$ cat src/verilog/adcdef_pkg.sv
// Constants shared by the ADC event-flag block and its DMA progress counter.
// Assumes a 32-bit AXI4-Lite register bus and a single system clock.
package adcdef_pkg;

   // Register byte addresses.
   localparam logic [31:0] ADDR_FLAG_PENDING     = 32'h4000a810;
   localparam logic [31:0] ADDR_FLAG_ENABLE      = 32'h4000a850;
   localparam logic [31:0] ADDR_DMA_RESULT_COUNT = 32'h4000d024;

   // Bus geometry.
   localparam int ADDR_W = 32;
   localparam int DATA_W = 32;
   localparam int STRB_W = 4;

   // Event source bit positions, shared by the pending and enable registers.
   localparam int NUM_SRC       = 5;
   localparam int BIT_OVERFLOW  = 4;
   localparam int BIT_SATURATE  = 3;
   localparam int BIT_FULL      = 2;
   localparam int BIT_HALF      = 1;
   localparam int BIT_DATA      = 0;

   // DMA result counter width, counted in 16-bit results.
   localparam int COUNT_W = 13;

   // Reset values and the count step.
   localparam logic [NUM_SRC-1:0] FLAG_RESET  = 5'h00;
   localparam logic [COUNT_W-1:0] COUNT_RESET = 13'h0000;
   localparam logic [COUNT_W-1:0] COUNT_ONE   = 13'h0001;

   // AXI response codes.
   localparam logic [1:0] RESP_OKAY   = 2'h0;
   localparam logic [1:0] RESP_SLVERR = 2'h2;

   // Read channel states.
   typedef enum logic [1:0] {
      RD_IDLE = 2'h1,
      RD_RESP = 2'h2
   } adcdef_rd_state_t;

endpackage

$ cat src/verilog/adcdef_dma_if.sv
// Interface between the event-flag top and its DMA result counter.
// Assumes both ends sit on the same clock.
`timescale 1ns/1ns
interface adcdef_dma_if;
   logic                               write_pulse;
   logic                               dma_reset;
   logic                               wrap_mode;
   logic [adcdef_pkg::COUNT_W-1:0]     buffer_size;
   logic [adcdef_pkg::COUNT_W-1:0]     count;
   logic                               full_event;
   logic                               half_event;

   modport counter (
      input  write_pulse,
      input  dma_reset,
      input  wrap_mode,
      input  buffer_size,
      output count,
      output full_event,
      output half_event
   );

   modport ctrl (
      output write_pulse,
      output dma_reset,
      output wrap_mode,
      output buffer_size,
      input  count,
      input  full_event,
      input  half_event
   );
endinterface

$ cat src/verilog/adcdef_counter.sv
// DMA progress counter with buffer-full and half-full event detection.
// Assumes write_pulse marks one 16-bit result stored by the DMA engine.
`timescale 1ns/1ns
module adcdef_counter (
   input  wire logic       aclk,
   input  wire logic       aresetn,
   adcdef_dma_if.counter   dma
);
   logic [adcdef_pkg::COUNT_W-1:0] count;
   logic [adcdef_pkg::COUNT_W-1:0] count_inc;
   logic [adcdef_pkg::COUNT_W-1:0] half_size;
   logic                           stopped;
   logic                           reach_full;
   logic                           reach_half;
   logic                           full_event;
   logic                           half_event;

   assign count_inc  = count + adcdef_pkg::COUNT_ONE;
   assign half_size  = dma.buffer_size >> 1;
   // In linear mode the DMA halts once full, so further strobes are ignored.
   assign stopped    = !dma.wrap_mode && (count == dma.buffer_size);
   // A zero-sized buffer never fills, even when the count rolls over in wrap mode.
   assign reach_full = dma.write_pulse && !stopped && (dma.buffer_size != adcdef_pkg::COUNT_RESET)
                       && (count_inc == dma.buffer_size);
   assign reach_half = dma.write_pulse && !stopped && (half_size != adcdef_pkg::COUNT_RESET)
                       && (count_inc == half_size);

   always_ff @(posedge aclk) begin
      if (!aresetn || dma.dma_reset) begin
         count <= adcdef_pkg::COUNT_RESET;
      end else if (dma.write_pulse && !stopped) begin
         if (reach_full && dma.wrap_mode) begin
            count <= adcdef_pkg::COUNT_RESET;
         end else begin
            count <= count_inc;
         end
      end
   end

   always_ff @(posedge aclk) begin
      if (!aresetn || dma.dma_reset) begin
         full_event <= 1'b0;
         half_event <= 1'b0;
      end else begin
         full_event <= reach_full;
         half_event <= reach_half;
      end
   end

   assign dma.count      = count;
   assign dma.full_event = full_event;
   assign dma.half_event = half_event;

   linear_hold_a: assert property (@(posedge aclk) disable iff (!aresetn)
      (stopped && !dma.dma_reset) |=> (count == $past(count)))
      else $error("Counter moved after linear buffer filled.");

endmodule // adcdef_counter

$ cat src/verilog/adcdef_top.sv
// Second-level event flags of the ADC with DMA, their enables and the DMA count.
// Assumes an AXI4-Lite master and single-cycle event strobes on aclk.
//
// What this block does
// - Read-only 13-bit count of 16-bit results the DMA has stored.
// - Overflow pending flag at bit 4 sets on DMA buffer overflow.
// - Saturation pending flag at bit 3 sets when gain correction saturates.
// - Buffer-full pending flag at bit 2 sets when the buffer fills.
// - Half-full pending flag at bit 1 sets at half buffer.
// - Data pending flag at bit 0 sets when a new result arrives.
// - Enable register holds one read-write enable per source, same bits.
// - Reset clears all pending flags, enables and the result count.
// - All sources merge into one top-level peripheral request.
// - The merged request owns its own top-level vector.
// - Overflow means a result became ready while the DMA is idle.
// - Full and half-full compare against buffer size in results.
//
// Decided for this implementation: the AXI4-Lite register port.
`timescale 1ns/1ns
module adcdef_top (
   input  wire logic                               aclk,
   input  wire logic                               aresetn,
   input  wire logic [adcdef_pkg::ADDR_W-1:0]      s_axi_awaddr,
   input  wire logic [2:0]                         s_axi_awprot,
   input  wire logic                               s_axi_awvalid,
   output logic                                    s_axi_awready,
   input  wire logic [adcdef_pkg::DATA_W-1:0]      s_axi_wdata,
   input  wire logic [adcdef_pkg::STRB_W-1:0]      s_axi_wstrb,
   input  wire logic                               s_axi_wvalid,
   output logic                                    s_axi_wready,
   output logic [1:0]                              s_axi_bresp,
   output logic                                    s_axi_bvalid,
   input  wire logic                               s_axi_bready,
   input  wire logic [adcdef_pkg::ADDR_W-1:0]      s_axi_araddr,
   input  wire logic [2:0]                         s_axi_arprot,
   input  wire logic                               s_axi_arvalid,
   output logic                                    s_axi_arready,
   output logic [adcdef_pkg::DATA_W-1:0]           s_axi_rdata,
   output logic [1:0]                              s_axi_rresp,
   output logic                                    s_axi_rvalid,
   input  wire logic                               s_axi_rready,
   input  wire logic                               result_ready_event,
   input  wire logic                               saturation_event,
   input  wire logic                               dma_active,
   input  wire logic                               dma_write_pulse,
   input  wire logic                               dma_reset,
   input  wire logic                               dma_wrap_mode,
   input  wire logic [adcdef_pkg::COUNT_W-1:0]     buffer_size,
   output logic                                    dma_overrun_status,
   output logic                                    adc_irq
);

   function automatic logic addr_hit(input logic [adcdef_pkg::ADDR_W-1:0] addr,
                                     input logic [adcdef_pkg::ADDR_W-1:0] target);
      addr_hit = (addr[adcdef_pkg::ADDR_W-1:2] == target[adcdef_pkg::ADDR_W-1:2]);
   endfunction

   adcdef_dma_if dma ();

   logic [adcdef_pkg::NUM_SRC-1:0]   flag_pending;
   logic [adcdef_pkg::NUM_SRC-1:0]   flag_enable;
   logic [adcdef_pkg::NUM_SRC-1:0]   next_pending;
   logic [adcdef_pkg::NUM_SRC-1:0]   src_event;
   logic [adcdef_pkg::NUM_SRC-1:0]   pend_clear;
   logic                             overflow_event;
   logic                             buffer_full_event;
   logic                             buffer_half_event;
   logic [adcdef_pkg::COUNT_W-1:0]   results_written_count;

   // Write channel holding registers; address and data may arrive in either order.
   logic                             aw_held;
   logic                             w_held;
   logic [adcdef_pkg::ADDR_W-1:0]    aw_addr;
   logic [adcdef_pkg::DATA_W-1:0]    w_data;
   logic [adcdef_pkg::STRB_W-1:0]    w_strb;
   logic                             wr_fire;
   logic                             wr_pending_hit;
   logic                             wr_enable_hit;
   logic                             wr_count_hit;

   adcdef_pkg::adcdef_rd_state_t     rd_state;
   logic                             rd_fire;

   // DMA counter hookup.
   assign dma.write_pulse = dma_write_pulse;
   assign dma.dma_reset   = dma_reset;
   assign dma.wrap_mode   = dma_wrap_mode;
   assign dma.buffer_size = buffer_size;

   adcdef_counter u_counter (
      .aclk    (aclk),
      .aresetn (aresetn),
      .dma     (dma)
   );

   assign results_written_count = dma.count;
   assign buffer_full_event     = dma.full_event;
   assign buffer_half_event     = dma.half_event;

   // Event sources.
   assign overflow_event = result_ready_event && !dma_active;

   assign src_event[adcdef_pkg::BIT_OVERFLOW] = overflow_event;
   assign src_event[adcdef_pkg::BIT_SATURATE] = saturation_event;
   assign src_event[adcdef_pkg::BIT_FULL]     = buffer_full_event;
   assign src_event[adcdef_pkg::BIT_HALF]     = buffer_half_event;
   assign src_event[adcdef_pkg::BIT_DATA]     = result_ready_event;

   // The overrun status is not software-clearable; only a DMA reset or aresetn drops it.
   always_ff @(posedge aclk) begin
      if (!aresetn) begin
         dma_overrun_status <= 1'b0;
      end else if (overflow_event) begin
         dma_overrun_status <= 1'b1;
      end else if (dma_reset) begin
         dma_overrun_status <= 1'b0;
      end
   end

   // AXI write path.
   assign s_axi_awready = !aw_held && !s_axi_bvalid;
   assign s_axi_wready  = !w_held && !s_axi_bvalid;
   assign wr_fire       = aw_held && w_held && !s_axi_bvalid;

   assign wr_pending_hit = wr_fire && addr_hit(aw_addr, adcdef_pkg::ADDR_FLAG_PENDING);
   assign wr_enable_hit  = wr_fire && addr_hit(aw_addr, adcdef_pkg::ADDR_FLAG_ENABLE);
   assign wr_count_hit   = wr_fire && addr_hit(aw_addr, adcdef_pkg::ADDR_DMA_RESULT_COUNT);

   always_ff @(posedge aclk) begin
      if (!aresetn) begin
         aw_held <= 1'b0;
         aw_addr <= '0;
      end else if (s_axi_awvalid && s_axi_awready) begin
         aw_held <= 1'b1;
         aw_addr <= s_axi_awaddr;
      end else if (wr_fire) begin
         aw_held <= 1'b0;
      end
   end

   always_ff @(posedge aclk) begin
      if (!aresetn) begin
         w_held <= 1'b0;
         w_data <= '0;
         w_strb <= '0;
      end else if (s_axi_wvalid && s_axi_wready) begin
         w_held <= 1'b1;
         w_data <= s_axi_wdata;
         w_strb <= s_axi_wstrb;
      end else if (wr_fire) begin
         w_held <= 1'b0;
      end
   end

   // The count register is read-only, so a write to it is accepted and dropped.
   always_ff @(posedge aclk) begin
      if (!aresetn) begin
         s_axi_bvalid <= 1'b0;
         s_axi_bresp  <= adcdef_pkg::RESP_OKAY;
      end else if (wr_fire) begin
         s_axi_bvalid <= 1'b1;
         s_axi_bresp  <= (wr_pending_hit || wr_enable_hit || wr_count_hit) ?
                         adcdef_pkg::RESP_OKAY : adcdef_pkg::RESP_SLVERR;
      end else if (s_axi_bready) begin
         s_axi_bvalid <= 1'b0;
      end
   end

   always_ff @(posedge aclk) begin
      if (!aresetn) begin
         flag_enable <= adcdef_pkg::FLAG_RESET;
      end else if (wr_enable_hit && w_strb[0]) begin
         flag_enable <= w_data[adcdef_pkg::NUM_SRC-1:0];
      end
   end

   // Pending flags: write-one-to-clear, with a same-cycle event taking priority.
   assign pend_clear = (wr_pending_hit && w_strb[0]) ?
                       w_data[adcdef_pkg::NUM_SRC-1:0] : adcdef_pkg::FLAG_RESET;

   genvar gi;
   generate
      for (gi = 0; gi < adcdef_pkg::NUM_SRC; gi++) begin : g_pend
         assign next_pending[gi] = src_event[gi] | (flag_pending[gi] & ~pend_clear[gi]);
      end
   endgenerate

   always_ff @(posedge aclk) begin
      if (!aresetn) begin
         flag_pending <= adcdef_pkg::FLAG_RESET;
      end else begin
         flag_pending <= next_pending;
      end
   end

   // One merged level request feeds the peripheral's own top-level vector.
   assign adc_irq = |(flag_pending & flag_enable);

   // AXI read path.
   assign s_axi_arready = (rd_state == adcdef_pkg::RD_IDLE);
   assign rd_fire       = s_axi_arvalid && s_axi_arready;

   always_ff @(posedge aclk) begin
      if (!aresetn) begin
         rd_state <= adcdef_pkg::RD_IDLE;
      end else begin
         unique case (rd_state)
            adcdef_pkg::RD_IDLE: begin
               if (rd_fire) begin
                  rd_state <= adcdef_pkg::RD_RESP;
               end
            end
            adcdef_pkg::RD_RESP: begin
               if (s_axi_rready) begin
                  rd_state <= adcdef_pkg::RD_IDLE;
               end
            end
            default: begin
               rd_state <= adcdef_pkg::RD_IDLE;
            end
         endcase
      end
   end

   assign s_axi_rvalid = (rd_state == adcdef_pkg::RD_RESP);

   always_ff @(posedge aclk) begin
      if (!aresetn) begin
         s_axi_rdata <= '0;
         s_axi_rresp <= adcdef_pkg::RESP_OKAY;
      end else if (rd_fire) begin
         s_axi_rresp <= adcdef_pkg::RESP_OKAY;
         if (addr_hit(s_axi_araddr, adcdef_pkg::ADDR_FLAG_PENDING)) begin
            s_axi_rdata <= 32'(flag_pending);
         end else if (addr_hit(s_axi_araddr, adcdef_pkg::ADDR_FLAG_ENABLE)) begin
            s_axi_rdata <= 32'(flag_enable);
         end else if (addr_hit(s_axi_araddr, adcdef_pkg::ADDR_DMA_RESULT_COUNT)) begin
            s_axi_rdata <= 32'(results_written_count);
         end else begin
            s_axi_rdata <= '0;
            s_axi_rresp <= adcdef_pkg::RESP_SLVERR;
         end
      end
   end

   // Checks.
   reset_clear_a: assert property (@(posedge aclk)
      !aresetn |=> (flag_pending == adcdef_pkg::FLAG_RESET && flag_enable == adcdef_pkg::FLAG_RESET
                    && dma.count == adcdef_pkg::COUNT_RESET))
      else $error("State not cleared by reset.");

   overflow_set_a: assert property (@(posedge aclk) disable iff (!aresetn)
      (result_ready_event && !dma_active) |=> flag_pending[adcdef_pkg::BIT_OVERFLOW]
         && dma_overrun_status)
      else $error("Overflow flag missed.");

   no_false_ovf_a: assert property (@(posedge aclk) disable iff (!aresetn)
      $rose(dma_overrun_status) |-> $past(result_ready_event) && !$past(dma_active))
      else $error("Overrun set without cause.");

   saturate_set_a: assert property (@(posedge aclk) disable iff (!aresetn)
      saturation_event |=> flag_pending[adcdef_pkg::BIT_SATURATE])
      else $error("Saturation flag missed.");

   full_set_a: assert property (@(posedge aclk) disable iff (!aresetn)
      dma.full_event |=> flag_pending[adcdef_pkg::BIT_FULL])
      else $error("Full flag missed.");

   half_set_a: assert property (@(posedge aclk) disable iff (!aresetn)
      dma.half_event |=> flag_pending[adcdef_pkg::BIT_HALF])
      else $error("Half flag missed.");

   data_set_a: assert property (@(posedge aclk) disable iff (!aresetn)
      result_ready_event |=> flag_pending[adcdef_pkg::BIT_DATA])
      else $error("Data flag missed.");

   irq_level_a: assert property (@(posedge aclk) disable iff (!aresetn)
      ##1 (adc_irq == |($past(next_pending) & flag_enable)))
      else $error("Request does not follow enabled flags.");

   w1c_clear_a: assert property (@(posedge aclk) disable iff (!aresetn)
      (wr_pending_hit && w_strb[0] && w_data[adcdef_pkg::BIT_DATA] && !result_ready_event)
         |=> !flag_pending[adcdef_pkg::BIT_DATA])
      else $error("Write one did not clear flag.");

   count_cause_a: assert property (@(posedge aclk) disable iff (!aresetn)
      !$stable(dma.count) |-> $past(dma_write_pulse) || $past(dma_reset))
      else $error("Count changed without a DMA write.");

   write_resp_a: assert property (@(posedge aclk) disable iff (!aresetn)
      wr_fire |=> s_axi_bvalid ##0 !aw_held ##0 !w_held)
      else $error("Write response not raised.");

   reset_idle_a: assert property (@(posedge aclk)
      !aresetn |=> (!s_axi_bvalid && !s_axi_rvalid && !dma_overrun_status && !adc_irq))
      else $error("Outputs not idle after reset.");

   irq_raise_a: assert property (@(posedge aclk) disable iff (!aresetn)
      (saturation_event && flag_enable[adcdef_pkg::BIT_SATURATE] && !wr_enable_hit)
         |=> adc_irq)
      else $error("Enabled event did not raise the request.");

   enable_write_a: assert property (@(posedge aclk) disable iff (!aresetn)
      (wr_enable_hit && w_strb[0])
         |=> (flag_enable == $past(w_data[adcdef_pkg::NUM_SRC-1:0])))
      else $error("Enable register write lost.");

   enable_hold_a: assert property (@(posedge aclk) disable iff (!aresetn)
      !(wr_enable_hit && w_strb[0]) |=> $stable(flag_enable))
      else $error("Enable register changed without a write.");

   enable_read_a: assert property (@(posedge aclk) disable iff (!aresetn)
      (rd_fire && addr_hit(s_axi_araddr, adcdef_pkg::ADDR_FLAG_ENABLE))
         |=> (s_axi_rdata == 32'($past(flag_enable))))
      else $error("Enable register read back wrong.");

   pend_sticky_a: assert property (@(posedge aclk) disable iff (!aresetn)
      ##1 ((($past(flag_pending) & ~$past(pend_clear)) & ~flag_pending)
           == adcdef_pkg::FLAG_RESET))
      else $error("Pending flag dropped without a write of one.");

   overrun_clear_a: assert property (@(posedge aclk) disable iff (!aresetn)
      (dma_reset && !overflow_event) |=> !dma_overrun_status)
      else $error("Overrun status survived a DMA reset.");

   count_clear_a: assert property (@(posedge aclk) disable iff (!aresetn)
      dma_reset |=> (results_written_count == adcdef_pkg::COUNT_RESET))
      else $error("DMA reset did not clear the count.");

   count_step_a: assert property (@(posedge aclk) disable iff (!aresetn)
      (dma_write_pulse && !dma_reset && !dma_wrap_mode
         && (results_written_count != buffer_size))
         |=> (results_written_count == $past(results_written_count) + adcdef_pkg::COUNT_ONE))
      else $error("Count did not advance on a DMA write.");

   count_read_a: assert property (@(posedge aclk) disable iff (!aresetn)
      (rd_fire && addr_hit(s_axi_araddr, adcdef_pkg::ADDR_DMA_RESULT_COUNT))
         |=> (s_axi_rdata == 32'($past(results_written_count))))
      else $error("Count register read back wrong.");

   full_count_a: assert property (@(posedge aclk) disable iff (!aresetn)
      buffer_full_event |-> (results_written_count
         == ($past(dma_wrap_mode) ? adcdef_pkg::COUNT_RESET : $past(buffer_size))))
      else $error("Full event away from the buffer end.");

   half_count_a: assert property (@(posedge aclk) disable iff (!aresetn)
      buffer_half_event |-> (results_written_count == ($past(buffer_size) >> 1)))
      else $error("Half event away from the buffer middle.");

   read_resp_a: assert property (@(posedge aclk) disable iff (!aresetn)
      rd_fire |=> (s_axi_rvalid && !s_axi_arready))
      else $error("Read response not raised.");

   write_done_a: assert property (@(posedge aclk) disable iff (!aresetn)
      (s_axi_bvalid && s_axi_bready) |=> !s_axi_bvalid)
      else $error("Write response held after acceptance.");

endmodule // adcdef_top
$ cat config.mk
export PLATFORM = sky130hd
export DESIGN_NAME = adcdef_top
export DESIGN_NICKNAME = d
export VERILOG_FILES = /design/src/verilog/adcdef_pkg.sv /design/src/verilog/adcdef_dma_if.sv /design/src/verilog/adcdef_counter.sv /design/src/verilog/adcdef_top.sv
export SDC_FILE = /design/constraint.sdc
export NUM_CORES = 1
export LEC_CHECK = 0
export ABC_AREA = 1
export BUFFER_PORTS_ARGS = -buffer_cell sky130_fd_sc_hd__buf_2
export CORE_MARGIN = 2
export CORE_UTILIZATION = 30
export CTS_CLUSTER_DIAMETER = 60
export DETAILED_ROUTE_END_ITERATION = 10
export GPL_TIMING_DRIVEN = 0
export PLACE_DENSITY = 0.67
export SLEW_MARGIN = 20
export SYNTH_ARGS = -nofsm -noshare
export SYNTH_HDL_FRONTEND = slang
export SYNTH_HIERARCHICAL = 1
export SYNTH_SLANG_ARGS = --single-unit
export TNS_END_PERCENT = 20
$ cat constraint.sdc
create_clock -name aclk -period 1.8 [get_ports aclk]
set_input_delay 0.09 -clock aclk [delete_from_list [all_inputs] [get_ports aclk]]
set_output_delay 0.09 -clock aclk [all_outputs]
set_load 0.02 [all_outputs]
After elaboration in Yosys (flattened, before gate mapping)
Index checks and enable logic that the tools add are counted.
- bits in registers: 105
- input bits: 132
- output and inout bits: 43
- logic and storage cells: 103
- add/sub/neg operators: 1
- equality and inequality tests: 13
- mux-type cells: 19
- bitwise logic cells: 16
- reduce and logical (&&, ||, !) cells: 38
- operator list (cell ; number):
    $eq 30x29->1 const B ; 6
    $mux 13 ; 4
    $eq 13x13->1 ; 2
    $reduce_bool 13->1 ; 2
    $logic_and 1x1->1 ; 20
    $add 13x1->13 const B ; 1
    $eq 13x12->1 ; 1
    $mux 2 ; 6
    $reduce_bool 2->1 ; 4
    $logic_not 1->1 ; 7
    $mux 1 ; 7
    $and 1x1->1 ; 5
    $and 5x5->5 ; 1
    $mux 5 ; 1
    $not 1->1 ; 5
    $or 1x1->1 ; 5
    $reduce_or 5->1 ; 1
    $ne 2x1->1 const B ; 2
    $pmux 2 s2 ; 1
    $logic_or 1x1->1 ; 3
    $eq 2x1->1 const B ; 1
    $eq 2x2->1 const B ; 1
    $reduce_and 2->1 ; 1

Longest topological paths before layout
Gate-level depths: netlist (run 1).
- depth after elaboration: 8
- gate-level depth with buffers: 14

Modules after synthesis
Netlist (run 1), hierarchy kept.
- by module, submodules not included (module ; instances ; cells an instance ; area each (sq um)):
    adcdef_top ; 1 ; 482 ; 3324.4
    adcdef_counter ; 1 ; 267 ; 1511.4

Worst setup path after synthesis (run 1)
Ideal clock, no wire load.
- path kind: register to register
- start point: register u_counter.count, in the netlist u_counter/dma.count[0]
- end point: register u_counter.count, in the netlist u_counter/dma.count[4]
- setup time: 0.128 ns
- arrival: 1.760 ns
- setup slack: -0.089 ns
- stages on the path, launching flop included: 14
- period minus slack after synthesis: 1.889 ns
- cells stage by stage: dfxtp_1 -> ha_1 -> nand2_2 -> nor2_4 -> nand2_1 -> nand2_1 -> nand2_1 -> nand2_1 -> nand3_1 -> nor2_1 -> nand4_2 -> buf_6 -> nand2_1 -> a21oi_1
- word-level cells in the longest chain between the ends: 8
- elaborated cells between the ends (all ways): 10
- ends and longest elaborated chain (item ; line ; RTL):
    start: declaration ; adcdef_counter.sv:9 ; logic [adcdef_pkg::COUNT_W-1:0] count;
    start signal: assignment ; adcdef_counter.sv:30 ; count <= adcdef_pkg::COUNT_RESET;
    start signal: assignment ; adcdef_counter.sv:33 ; count <= adcdef_pkg::COUNT_RESET;
    start signal: assignment ; adcdef_counter.sv:35 ; count <= count_inc;
    parallel branches: the longest is 8 deep, another holds $add 13x1->13 ; -- ;
Several ways; the timed one is not identified.
A chain may end at the register's enable or synchronous reset.

Worst setup path after layout (run 1)
- start point: register u_counter.count, in the netlist u_counter/dma.count[1]
- end point: register u_counter.count, in the netlist u_counter/dma.count[2]
Same word-level chain as after synthesis.

==> flow_metrics.py, run 1 <==
metrics = {
    "yosys": {
        "yosys.area.top_type": "dfxtp_1",
        "synthTopCellsByCount": "174 x nand2_1, 111 x nor2_1, 90 x inv_1, 82 x dfxtp_1, 53 x o21ai_0",
        "yosysWarnings": 6,
        "syn_inst": 749,
        "synth_area_mm2": 0.00484,
        "synth-simple-area-share_pct": 36.4,
        "synthFlopType": "dfxtp_1",
        "synthMuxAreaShare_pct": 0,
        "synth_area_leaders": "dfxtp_1 34%, nand2_1 14%, nor2_1 8.6%",
        "synthAdderAreaFrac_pct": 0.259,
        "yosys.cell_types.count": 38,
        "synth_enable_flop_cells": 0,
        "synthDominantCellAreaShare_pct": 33.9,
        "yosysMostFrequentCell": "nand2_1",
        "synth_compound_area_share_pct": 12.9,
        "synth_top_family_by_area": "simple AND/OR/NAND/NOR gates",
        "yosys.area_share.xor_xnor_pct": 3.73,
        "ys_seq_area_share_pct": 33.9,
        "ys_seq_elements": 82,
        "syn_avg_cell_area_um2": 6.46,
        "synthArstFlopShare_pct": 0,
    },
    "floorplanning": {
        "die_h_um": 131,
        "die-area_mm2": 0.0172,
        "io_pins": 175,
        "rows": 46,
        "start_util_pct": 30.6,
        "core_mm2": 0.0158,
        "fp.dieW_um": 131,
    },
    "clock_tree": {
        "cts_max_path_buffers": 2,
        "cts_tree": "built",
        "cts_made_buffers": 9,
        "clock_latency_ns": 0.34,
        "clock_sinks": 82,
        "root_buffer": "clkbuf_16",
        "h-tree-depth": 3,
        "clk_pin_slew_ns": 0.06,
    },
    "sta": {
        "period_needed_ns": 1.98,
        "finalSetupViolations": 15,
        "rsz0062_at_grt": "true",
        "finClkSkew_ns": 0.0110,
        "tightest_slew_ns": 0.690,
        "timing.final.ws_setup_ns": -0.176,
        "max_freq_mhz": 506,
        "hold_viol": 0,
        "finalCritPeriodShare_pct": 110,
        "slew_headroom_pct": 54.0,
        "slew_viol_final": 0,
    },
    "global_routing": {
        "antenna_found_initial": 0,
        "grt_use_met1_pct": 20.0,
        "grt_start_max_net_pins": 14,
        "grt_usage_pct": 15.4,
        "grt_pass1_wl_mm": 20.9,
        "grt_overflow": 0,
        "grtUsageMet2_pct": 25.8,
        "busiest_layer": "met2",
        "grt_pass1_vias": 4434,
        "grt_util_met3_pct": 3.66,
    },
    "power_and_ir_drop": {
        "seqPwrFrac_pct": 43.8,
        "post-layout-total-power_mw": 4.56,
        "pwr-share-comb_pct": 17.0,
        "swShare_pct": 27.7,
        "peakVddDrop_uv": 623,
        "clock_power_share_pct": 39.2,
        "power.internal_mw": 3.30,
        "powerDensity_mw_per_mm2": 712,
        "netSwitchingPower_mw": 1.26,
        "leakagePower_nw": 3.06,
    },
    "job": {
        "drv_cap": 0,
    },
    "outcome": {
        "status": "complete, but fails checks",
        "failed_checks": "setup timing",
    },
    "worst_setup_path": {
        "slowest_stage": "dfxtp_4",
        "crit_family": "simple AND/OR/NAND/NOR gates",
        "crit_path_max_incr_delay_ns": 0.38,
        "cp_max_fo": 5,
        "crit_buf_inv": 2,
        "crit_chain": "ha_4, nand2_4, nor2_4, xnor2_2, inv_1, nor2_2, nand3_2, nor2_4, nand4_4, buf_6, nand2_1, a21oi_1",
        "required_ns": 2.01,
        "path_common_cell": "nor2_4",
        "path_class": "reg2reg",
        "r2r_setup_slack_ns": -0.18,
        "crit_path_start_kind": "flop",
        "end_kind": "flop",
        "cp.arrival_ns": 2.19,
    },
    "drt": {
        "via_per_inst": 4.37,
        "drc_errors": 0,
        "first_pass_iters": 5,
        "ant_nets": 0,
        "routedWlPerCell_um": 11.7,
        "drt_iter0_drc": 223,
        "vias": 4951,
        "wl_mm": 13.2,
    },
    "final_layout": {
        "drive_gt1_share_pct": 28.7,
        "antenna_cells": 0,
        "area_delta_synth_final_pct": 32.5,
        "layout.nets": 1045,
        "layout.cells.non_filler": 1133,
    },
    "placement": {
        "place_inst": 1098,
        "io_buffers": 113,
        "place.gp.congestion": 0.885,
        "dp_hpwl_mm": 10.3,
        "place_worst_setup_slack_ns": -0.314,
    },
    "hold_path": {
        "hold_class": "in2reg",
    },
}
area by class of cell:
cell class,instances,area [um2]
clock inverters,5,55.1
plain buffers,40,255
clock buffers,11,233
fillers,1665,9420
inverters,98,370
flip-flops and latches,82,1660
well taps,216,270
repair buffers,132,732
multi-input cells,549,2830
per-stage QoR:
stage / util [%] / TNS, ns / cell area (um2) / hold slack, ns
global route: 40.5 / -3.58 / 6410 / 0.0305
CTS: 39.3 / -0.804 / 6220 / 0.000757
detailed placement: 36.3 / -3.63 / 5750 / 0.301
global placement: 36.3 / -3.66 / 5750 / 0.298
floorplan: - / 0 / 4920 / 0.207
finish: 40.5 / -2.22 / 6410 / 0.0117
sequential cells by signal, summed over array words and instances (netlist names):
name and flops:
s_axi_bresp 1, s_axi_rresp 1, u_counter/dma.half_event 1, w_strb 1
s_axi_bvalid 1, u_counter/dma.full_event 1, flag_pending 5, w_held 1
u_counter/dma.count 13, dma_overrun_status 1, w_data 5, aw_held 1
aw_addr 30, s_axi_rdata 13, rd_state 2, flag_enable 5
tightest hold or removal path: stages:
cell and delay, ns:
buf_2 0.08, o21ai_0 0.07, nor2_1 0.07
cell usage in the layout, fill, tap and decap left out, types with 2 or more instances in the layout:
| cell | n |
|---|---|
| nand2_1 | 159 |
| buf_2 | 114 |
| nor2_1 | 105 |
| inv_1 | 89 |
| dfxtp_1 | 73 |
| o21ai_0 | 52 |
| nand3_1 | 46 |
| a21oi_1 | 44 |
| buf_4 | 32 |
| nand2_2 | 27 |
| conb_1 | 21 |
| clkbuf_1 | 14 |
| a21oi_2 | 14 |
| xor2_1 | 13 |
| nand4_1 | 9 |
| nor3_1 | 9 |
| nor2_2 | 9 |
| clkbuf_16 | 9 |
| inv_2 | 8 |
| nor2_4 | 8 |
| buf_6 | 6 |
| dfxtp_2 | 6 |
| dlygate4sd3_1 | 5 |
| nand2_4 | 4 |
| nor3_2 | 3 |
| nor2_8 | 3 |
| dfxtp_4 | 3 |
| nand3b_1 | 2 |
| or2_2 | 2 |
| clkinvlp_4 | 2 |
| clkinv_2 | 2 |
| xnor2_1 | 2 |
| clkbuf_2 | 2 |
| o21ai_1 | 2 |
| o2111ai_1 | 2 |
metal layers:
layer | share of wire, % | wire, um | vias to the layer above
li1 | - | - | 2648
met1 | 46 | 6050 | 2144
met2 | 46 | 6090 | 148
met4 | 1.2 | 163 | 0
met3 | 7.0 | 925 | 11
met5 | 0 | 0 | -
repair_timing:
action	in CTS	in global routing
setup buffers	11	2
endpoints found under the setup margin	15	23
resized for setup	17	48
pin swaps	4	13
hold endpoints to repair	5	0
hold buffers	5	0
gates cloned	0	1
power by group through the flow:
stage          logic, mW  registers [mW]  clock network, mW
5_1_grt            0.885            2.01               1.90
3_5_place_dp       0.726            2.04                  0
6_report           0.774            2.00               1.79
4_1_cts            0.756            2.00               1.84
2_1_floorplan      0.487            2.02                  0
3_3_place_gp       0.716            2.04                  0
cells by family (layout without fill, tap and decap cells):
kind of cell,after synthesis,after routing
adders and majority gates,1,1
buffers and inverters,138,286
AOI/OAI and AO/OA,116,116
other,1,21
and+or+nand+nor,392,392
DFF,82,82
xor gates and xnor gates,19,19
worst paths after layout:
check,from,endpoint,cells after the start
worst max-delay path,u_counter/dma.count[1],u_counter/dma.count[2],12
worst min-delay path,s_axi_awaddr[13],aw_addr[13],3
worst max register to register,u_counter/dma.count[1],u_counter/dma.count[2],12
worst min register to register,aw_addr[19],aw_addr[19],2
(Power assumes the default switching activity.)
==> run 2: changes to the inputs <==
--- a/config.mk
+++ b/config.mk
@@ -12,7 +12,8 @@
 export CTS_CLUSTER_DIAMETER = 60
 export DETAILED_ROUTE_END_ITERATION = 10
 export GPL_TIMING_DRIVEN = 0
-export PLACE_DENSITY = 0.67
+export PLACE_DENSITY_LB_ADDON = 0.08
+export REMOVE_ABC_BUFFERS = 1
 export SLEW_MARGIN = 20
 export SYNTH_ARGS = -nofsm -noshare
 export SYNTH_HDL_FRONTEND = slang
==> constraint.sdc (replaced) <==
create_clock -name aclk -period 1.7 [get_ports aclk]
set_input_delay 0.085 -clock aclk [delete_from_list [all_inputs] [get_ports aclk]]
set_output_delay 0.085 -clock aclk [all_outputs]
set_load 0.02 [all_outputs]
==> run 2 against run 1 <==
The flow still finishes with violations (setup timing). Non-clock buffer count fell by 42. Largest power group unchanged. Cell count fell by 3.6%. Power rose by 9.0%. Sequential cell count did not move. Die area did not move. Clock power rose by 16%. Critical path type unchanged. Register-to-register slack got worse by 0.07 ns. Sequential power rose by 6%. Worst hold slack got worse by 0.0038 ns. Clock skew fell by 0.0048 ns.
==> flow_metrics.py, run 2 (synthesized netlist as in run 1, its figures left out) <==
metrics = {
    "drt": {
        "ant_nets": 0,
        "via_per_inst": 4.42,
        "first_pass_iters": 4,
        "drc_errors": 0,
        "wl_mm": 13.5,
        "routedWlPerCell_um": 12.3,
        "vias": 4826,
        "drt_iter0_drc": 196,
    },
    "worst_setup_path": {
        "crit_chain": "ha_4, nand2_4, inv_6, nor2_4, nand2_1, nand2_1, nand2_2, nor2_4, nand3_2, nor2_4, nand4_4, nand2_2, a21oi_1",
        "slowest_stage": "dfxtp_4",
        "required_ns": 1.92,
        "crit_path_max_incr_delay_ns": 0.37,
        "path_common_cell": "nor2_4",
        "path_class": "reg2reg",
        "cp.arrival_ns": 2.16,
        "crit_path_start_kind": "flop",
        "crit_buf_inv": 1,
        "crit_family": "simple AND/OR/NAND/NOR gates",
        "end_kind": "flop",
        "cp_max_fo": 7,
    },
    "final_layout": {
        "largestRegisters": "aw_addr x30, s_axi_rdata x13, u_counter/dma.count x13",
        "nFillCells": 1723,
        "largest_reg_flops": 30,
        "layout.nets": 1004,
        "multi_input_area_mm2": 0.00286,
        "largest-register": "aw_addr",
        "layout.cells.most_common_list": "163 x nand2_1, 112 x buf_2, 101 x nor2_1",
        "layout.cells.non_filler": 1092,
        "seq_area_mm2": 0.00167,
        "drive_gt1_share_pct": 26.6,
        "area_delta_synth_final_pct": 28.5,
        "final_common_cell": "nand2_1",
        "antenna_cells": 0,
    },
    "global_routing": {
        "grt_pass1_vias": 4575,
        "grt_start_max_net_pins": 47,
        "grt_pass1_wl_mm": 22.0,
        "grt_usage_pct": 16.2,
        "grt_overflow": 0,
        "antenna_found_initial": 0,
    },
    "sta": {
        "slew_headroom_pct": 36.4,
        "hold_viol": 0,
        "tightest_slew_ns": 0.953,
        "finalCritPeriodShare_pct": 115,
        "slew_viol_final": 0,
        "rsz0062_at_grt": "true",
        "finalSetupViolations": 15,
        "timing.final.ws_setup_ns": -0.248,
        "period_needed_ns": 1.95,
        "finClkSkew_ns": 0.00625,
        "max_freq_mhz": 513,
    },
    "placement": {
        "place.gp.congestion": 0.887,
        "io_buffers": 113,
        "place_inst": 1058,
        "dp_hpwl_mm": 10.5,
    },
    "power_and_ir_drop": {
        "powerDensity_mw_per_mm2": 800,
        "leakagePower_nw": 2.90,
        "peakVddDrop_uv": 537,
        "post-layout-total-power_mw": 4.97,
    },
    "clock_tree": {
        "h-tree-depth": 3,
        "clk_pin_slew_ns": 0.06,
        "cts_tree": "built",
        "clock_latency_ns": 0.34,
        "clock_sinks": 82,
        "cts_made_buffers": 9,
        "root_buffer": "clkbuf_16",
        "cts_max_path_buffers": 2,
    },
    "floorplanning": {
        "core_mm2": 0.0158,
        "die-area_mm2": 0.0172,
        "start_util_pct": 30.6,
        "die_h_um": 131,
        "fp.dieW_um": 131,
        "rows": 46,
        "io_pins": 175,
    },
    "hold_path": {
        "hold_class": "in2reg",
    },
    "outcome": {
        "failed_checks": "setup timing",
        "status": "complete, but fails checks",
    },
    "job": {
        "drv_cap": 0,
    },
}
-- run 2: cell type report --
cell class              count  share of cell area [%]
multi-input cells         550                    46.0
flip-flops and latches     82                    26.9
repair buffers            130                    11.5
inverters                  98                    6.10
well taps                 216                    4.35
clock buffers              11                    3.91
clock inverters             5                    1.25
-- run 2: path summary, 6_finish.rpt --
kind                           from                     end  slack [ns]  cells after the start
min                s_axi_awaddr[10]             aw_addr[10]       0.008                      3
min reg2reg             aw_addr[29]             aw_addr[29]        0.45                      2
max reg2reg  u_counter/dma.count[0]  u_counter/dma.count[2]       -0.25                     13
max          u_counter/dma.count[0]  u_counter/dma.count[2]       -0.25                     13
-- run 2: worst register-to-register path, stage by stage (launching register included) --
cell and delay, ns:
dfxtp_4 0.37, ha_4 0.18, nand2_4 0.09, inv_6 0.06
nor2_4 0.10, nand2_1 0.05, nand2_1 0.08, nand2_2 0.07
nor2_4 0.14, nand3_2 0.10, nor2_4 0.21, nand4_4 0.20
nand2_2 0.12, a21oi_1 0.06
-- run 2: what timing repair did --
action,4_1_cts,5_1_grt
gates cloned,1,0
hold buffers,8,0
pin swaps,10,18
resized for setup,34,32
hold endpoints to repair,8,0
setup buffers,6,3
setup endpoints to repair,41,48
-- run 2: where the power goes --
part / total, mW / internal, mW / switching, mW
logic: 0.775 / 0.287 / 0.488
registers: 2.12 / 2.03 / 0.0898
clock network: 2.08 / 1.32 / 0.756
total: 4.97 / 3.64 / 1.33
-- run 2: per-stage QoR --
| step | instance area (um2) | hold slack, ns | setup slack, ns | util, % | TNS [ns] |
|---|---|---|---|---|---|
| 2_1_floorplan | 4660 | 0.173 | -0.347 | - | -10.61 |
| 3_3_place_gp | 5500 | 0.309 | -0.832 | 34.8 | -28.25 |
| 3_5_place_dp | 5500 | 0.312 | -0.750 | 34.8 | -16.05 |
| 4_1_cts | 6090 | 0.0000856 | -0.259 | 38.5 | -3.38 |
| 5_1_grt | 6210 | 0.0220 | -0.368 | 39.3 | -4.93 |
| 6_report | 6210 | 0.00792 | -0.248 | 39.3 | -3.14 |
-- run 2: layer usage --
metal | global-route usage, % | vias up | routed length, um
met5 | 0 | - | 0
met1 | 21.9 | 2131 | 6590
met4 | 3.94 | 0 | 201
met3 | 2.97 | 18 | 578
li1 | - | 2563 | -
met2 | 26.9 | 114 | 6100
==> run 3: changes to the inputs <==
--- a/config.mk
+++ b/config.mk
@@ -5,7 +5,6 @@
 export SDC_FILE = /design/constraint.sdc
 export NUM_CORES = 1
 export LEC_CHECK = 0
-export ABC_AREA = 1
 export BUFFER_PORTS_ARGS = -buffer_cell sky130_fd_sc_hd__buf_2
 export CORE_MARGIN = 2
 export CORE_UTILIZATION = 30
==> run 3 against run 2 <==
The run still ends with setup timing left. Worst hold slack improved by 0.0014 ns. Die area is 1.0% lower. Clock power is essentially flat. Synthesized area fell by 1.1%. Critical path depth down 4. Global-route usage rose by 0.80 points. Fmax down 25%. Sequential cell count is the same. Register-to-register slack got worse by 0.64 ns. Setup slack got worse by 0.64 ns. Final area grew 5.7%. Critical path type unchanged.
==> flow_metrics.py, run 3 <==
metrics = {
    "outcome": {
        "status": "complete, but fails checks",
        "failed_checks": "setup timing",
    },
    "hold_path": {
        "hold_class": "in2reg",
    },
    "drt": {
        "via_per_inst": 4.97,
        "first_pass_iters": 5,
        "routedWlPerCell_um": 14.9,
        "vias": 4877,
        "ant_nets": 0,
        "drc_errors": 0,
        "wl_mm": 14.6,
        "drt_iter0_drc": 286,
    },
    "yosys": {
        "yosysMostFrequentCell": "nand2_1",
        "synthTopCellsByCount": "91 x nand2_1, 82 x dfxtp_1, 60 x a21oi_1, 35 x clkbuf_1, 31 x nor2_1",
        "synthFlopType": "dfxtp_1",
        "ys_seq_elements": 82,
        "yosysWarnings": 6,
        "synth_area_leaders": "dfxtp_1 34%, nand2_1 7.1%, a21oi_1 6.3%",
        "yosys.area.top_type": "dfxtp_1",
        "synthArstFlopShare_pct": 0,
        "syn_inst": 609,
        "ys_seq_area_share_pct": 34.3,
        "synth_area_mm2": 0.00478,
        "synth_enable_flop_cells": 0,
        "yosys.cell_types.count": 63,
        "synthDominantCellAreaShare_pct": 34.3,
        "syn_avg_cell_area_um2": 7.86,
    },
    "clock_tree": {
        "clock_latency_ns": 0.34,
        "cts_tree": "built",
        "clk_pin_slew_ns": 0.06,
        "clock_sinks": 82,
        "cts_made_buffers": 9,
        "cts_max_path_buffers": 2,
        "root_buffer": "clkbuf_16",
        "h-tree-depth": 3,
    },
    "final_layout": {
        "antenna_cells": 0,
        "layout.cells.most_common_list": "113 x buf_2, 89 x nand2_1, 69 x dfxtp_1",
        "largestRegisters": "aw_addr x30, s_axi_rdata x13, u_counter/dma.count x13",
        "largest-register": "aw_addr",
        "final_common_cell": "buf_2",
        "largest_reg_flops": 30,
        "layout.nets": 893,
        "area_delta_synth_final_pct": 37.3,
        "drive_gt1_share_pct": 29.9,
    },
    "power_and_ir_drop": {
        "post-layout-total-power_mw": 4.83,
        "peakVddDrop_uv": 461,
        "powerDensity_mw_per_mm2": 736,
        "leakagePower_nw": 2.53,
    },
    "floorplanning": {
        "start_util_pct": 30.5,
        "die-area_mm2": 0.0170,
        "die_h_um": 130,
        "core_mm2": 0.0157,
        "rows": 46,
        "io_pins": 175,
        "fp.dieW_um": 130,
    },
    "global_routing": {
        "grt_pass1_vias": 4515,
        "grt_usage_pct": 17.0,
        "antenna_found_initial": 0,
        "grt_pass1_wl_mm": 22.8,
        "grt_overflow": 0,
        "grt_start_max_net_pins": 51,
    },
    "worst_setup_path": {
        "cp_max_fo": 8,
        "required_ns": 1.93,
        "cp.arrival_ns": 2.82,
        "end_kind": "flop",
        "crit_path_start_kind": "flop",
        "path_class": "reg2reg",
    },
    "job": {
        "drv_cap": 0,
    },
    "placement": {
        "dp_hpwl_mm": 10.2,
        "place.gp.congestion": 0.858,
        "place_worst_setup_slack_ns": -1.90,
        "io_buffers": 113,
    },
    "sta": {
        "period_needed_ns": 2.59,
        "hold_viol": 0,
        "tightest_slew_ns": 0.902,
        "finalSetupViolations": 19,
        "slew_viol_final": 0,
        "whs_ns": 0.00934,
        "slew_headroom_pct": 39.8,
        "finalCritPeriodShare_pct": 152,
        "timing.final.ws_setup_ns": -0.890,
        "max_freq_mhz": 386,
        "tns_ns": -12.62,
        "rsz0062_at_grt": "true",
        "finClkSkew_ns": 0.00468,
    },
}
[run 3: routing by layer]
layer	GRT usage [%]	wire length (um)	up-vias
li1	-	-	2445
met1	22.8	6810	2271
met2	27.8	6820	148
met3	3.40	800	13
met4	4.93	178	0
met5	0	0	-
[run 3: metrics by stage]
stage	utilization [%]	std cells	instance area, um2
floorplan	-	565	4520
global placement	34.1	894	5360
detailed placement	34.2	896	5380
CTS	40.8	971	6410
global route	41.8	981	6570
finish	41.8	981	6570
[run 3: cell type report]
| type | count | area (um2) |
|---|---|---|
| well taps | 216 | 270 |
| clock buffers | 10 | 229 |
| fillers | 1664 | 9140 |
| flip-flops and latches | 82 | 1690 |
| repair buffers | 184 | 1190 |
| inverters | 21 | 78.8 |
| multi-input cells | 462 | 3020 |
| clock inverters | 6 | 90.1 |
[run 3: cell families (layout without fill, tap and decap cells)]
kind of cell / Yosys count / count (layout) / synth area share (%)
simple gates: 257 / 257 / 29.3
flops: 82 / 82 / 34.3
mux: 8 / 8 / 1.67
fa+ha+maj: 1 / 1 / 0.261
other cells: 1 / 21 / 0.0784
buf+inv: 85 / 221 / 8.76
compound gates: 139 / 139 / 19.0
xor+xnor: 36 / 36 / 6.59
[run 3: path summary, 6_finish.rpt]
kind | slack (ns) | cells past startpoint | endpoint | from
hold reg to reg | 0.43 | 2 | flag_pending[1] | u_counter/dma.half_event
setup / recovery | -0.89 | 9 | u_counter/dma.count[3] | u_counter/dma.count[0]
hold / removal | 0.009 | 3 | flag_pending[0] | result_ready_event
setup reg to reg | -0.89 | 9 | u_counter/dma.count[3] | u_counter/dma.count[0]
[run 3: worst max-delay path, cell delays in order, from the launching register on]
cell and delay, ns:
dfxtp_4 0.37, buf_4 0.18, and4_4 0.29, nand2_1 0.17
a221o_1 0.40, a2111o_1 0.39, nor4_4 0.28, buf_4 0.20
a21oi_2 0.04, a31o_1 0.18
[run 3: what timing repair did]
item / 4_1_cts / 5_1_grt
buffers inserted: 24 / 10
endpoints found under the hold margin: 35 / 0
resized for setup: 51 / 18
pin swaps: 7 / 8
setup endpoints to repair: 59 / 57
hold buffers: 35 / 0
[run 3: power breakdown]
| group | switching [mW] | total (mW) | internal [mW] |
|---|---|---|---|
| sequential | 0.0675 | 2.05 | 1.98 |
| combinational | 0.390 | 0.689 | 0.298 |
| clock | 0.801 | 2.10 | 1.29 |
| total | 1.26 | 4.83 | 3.58 |
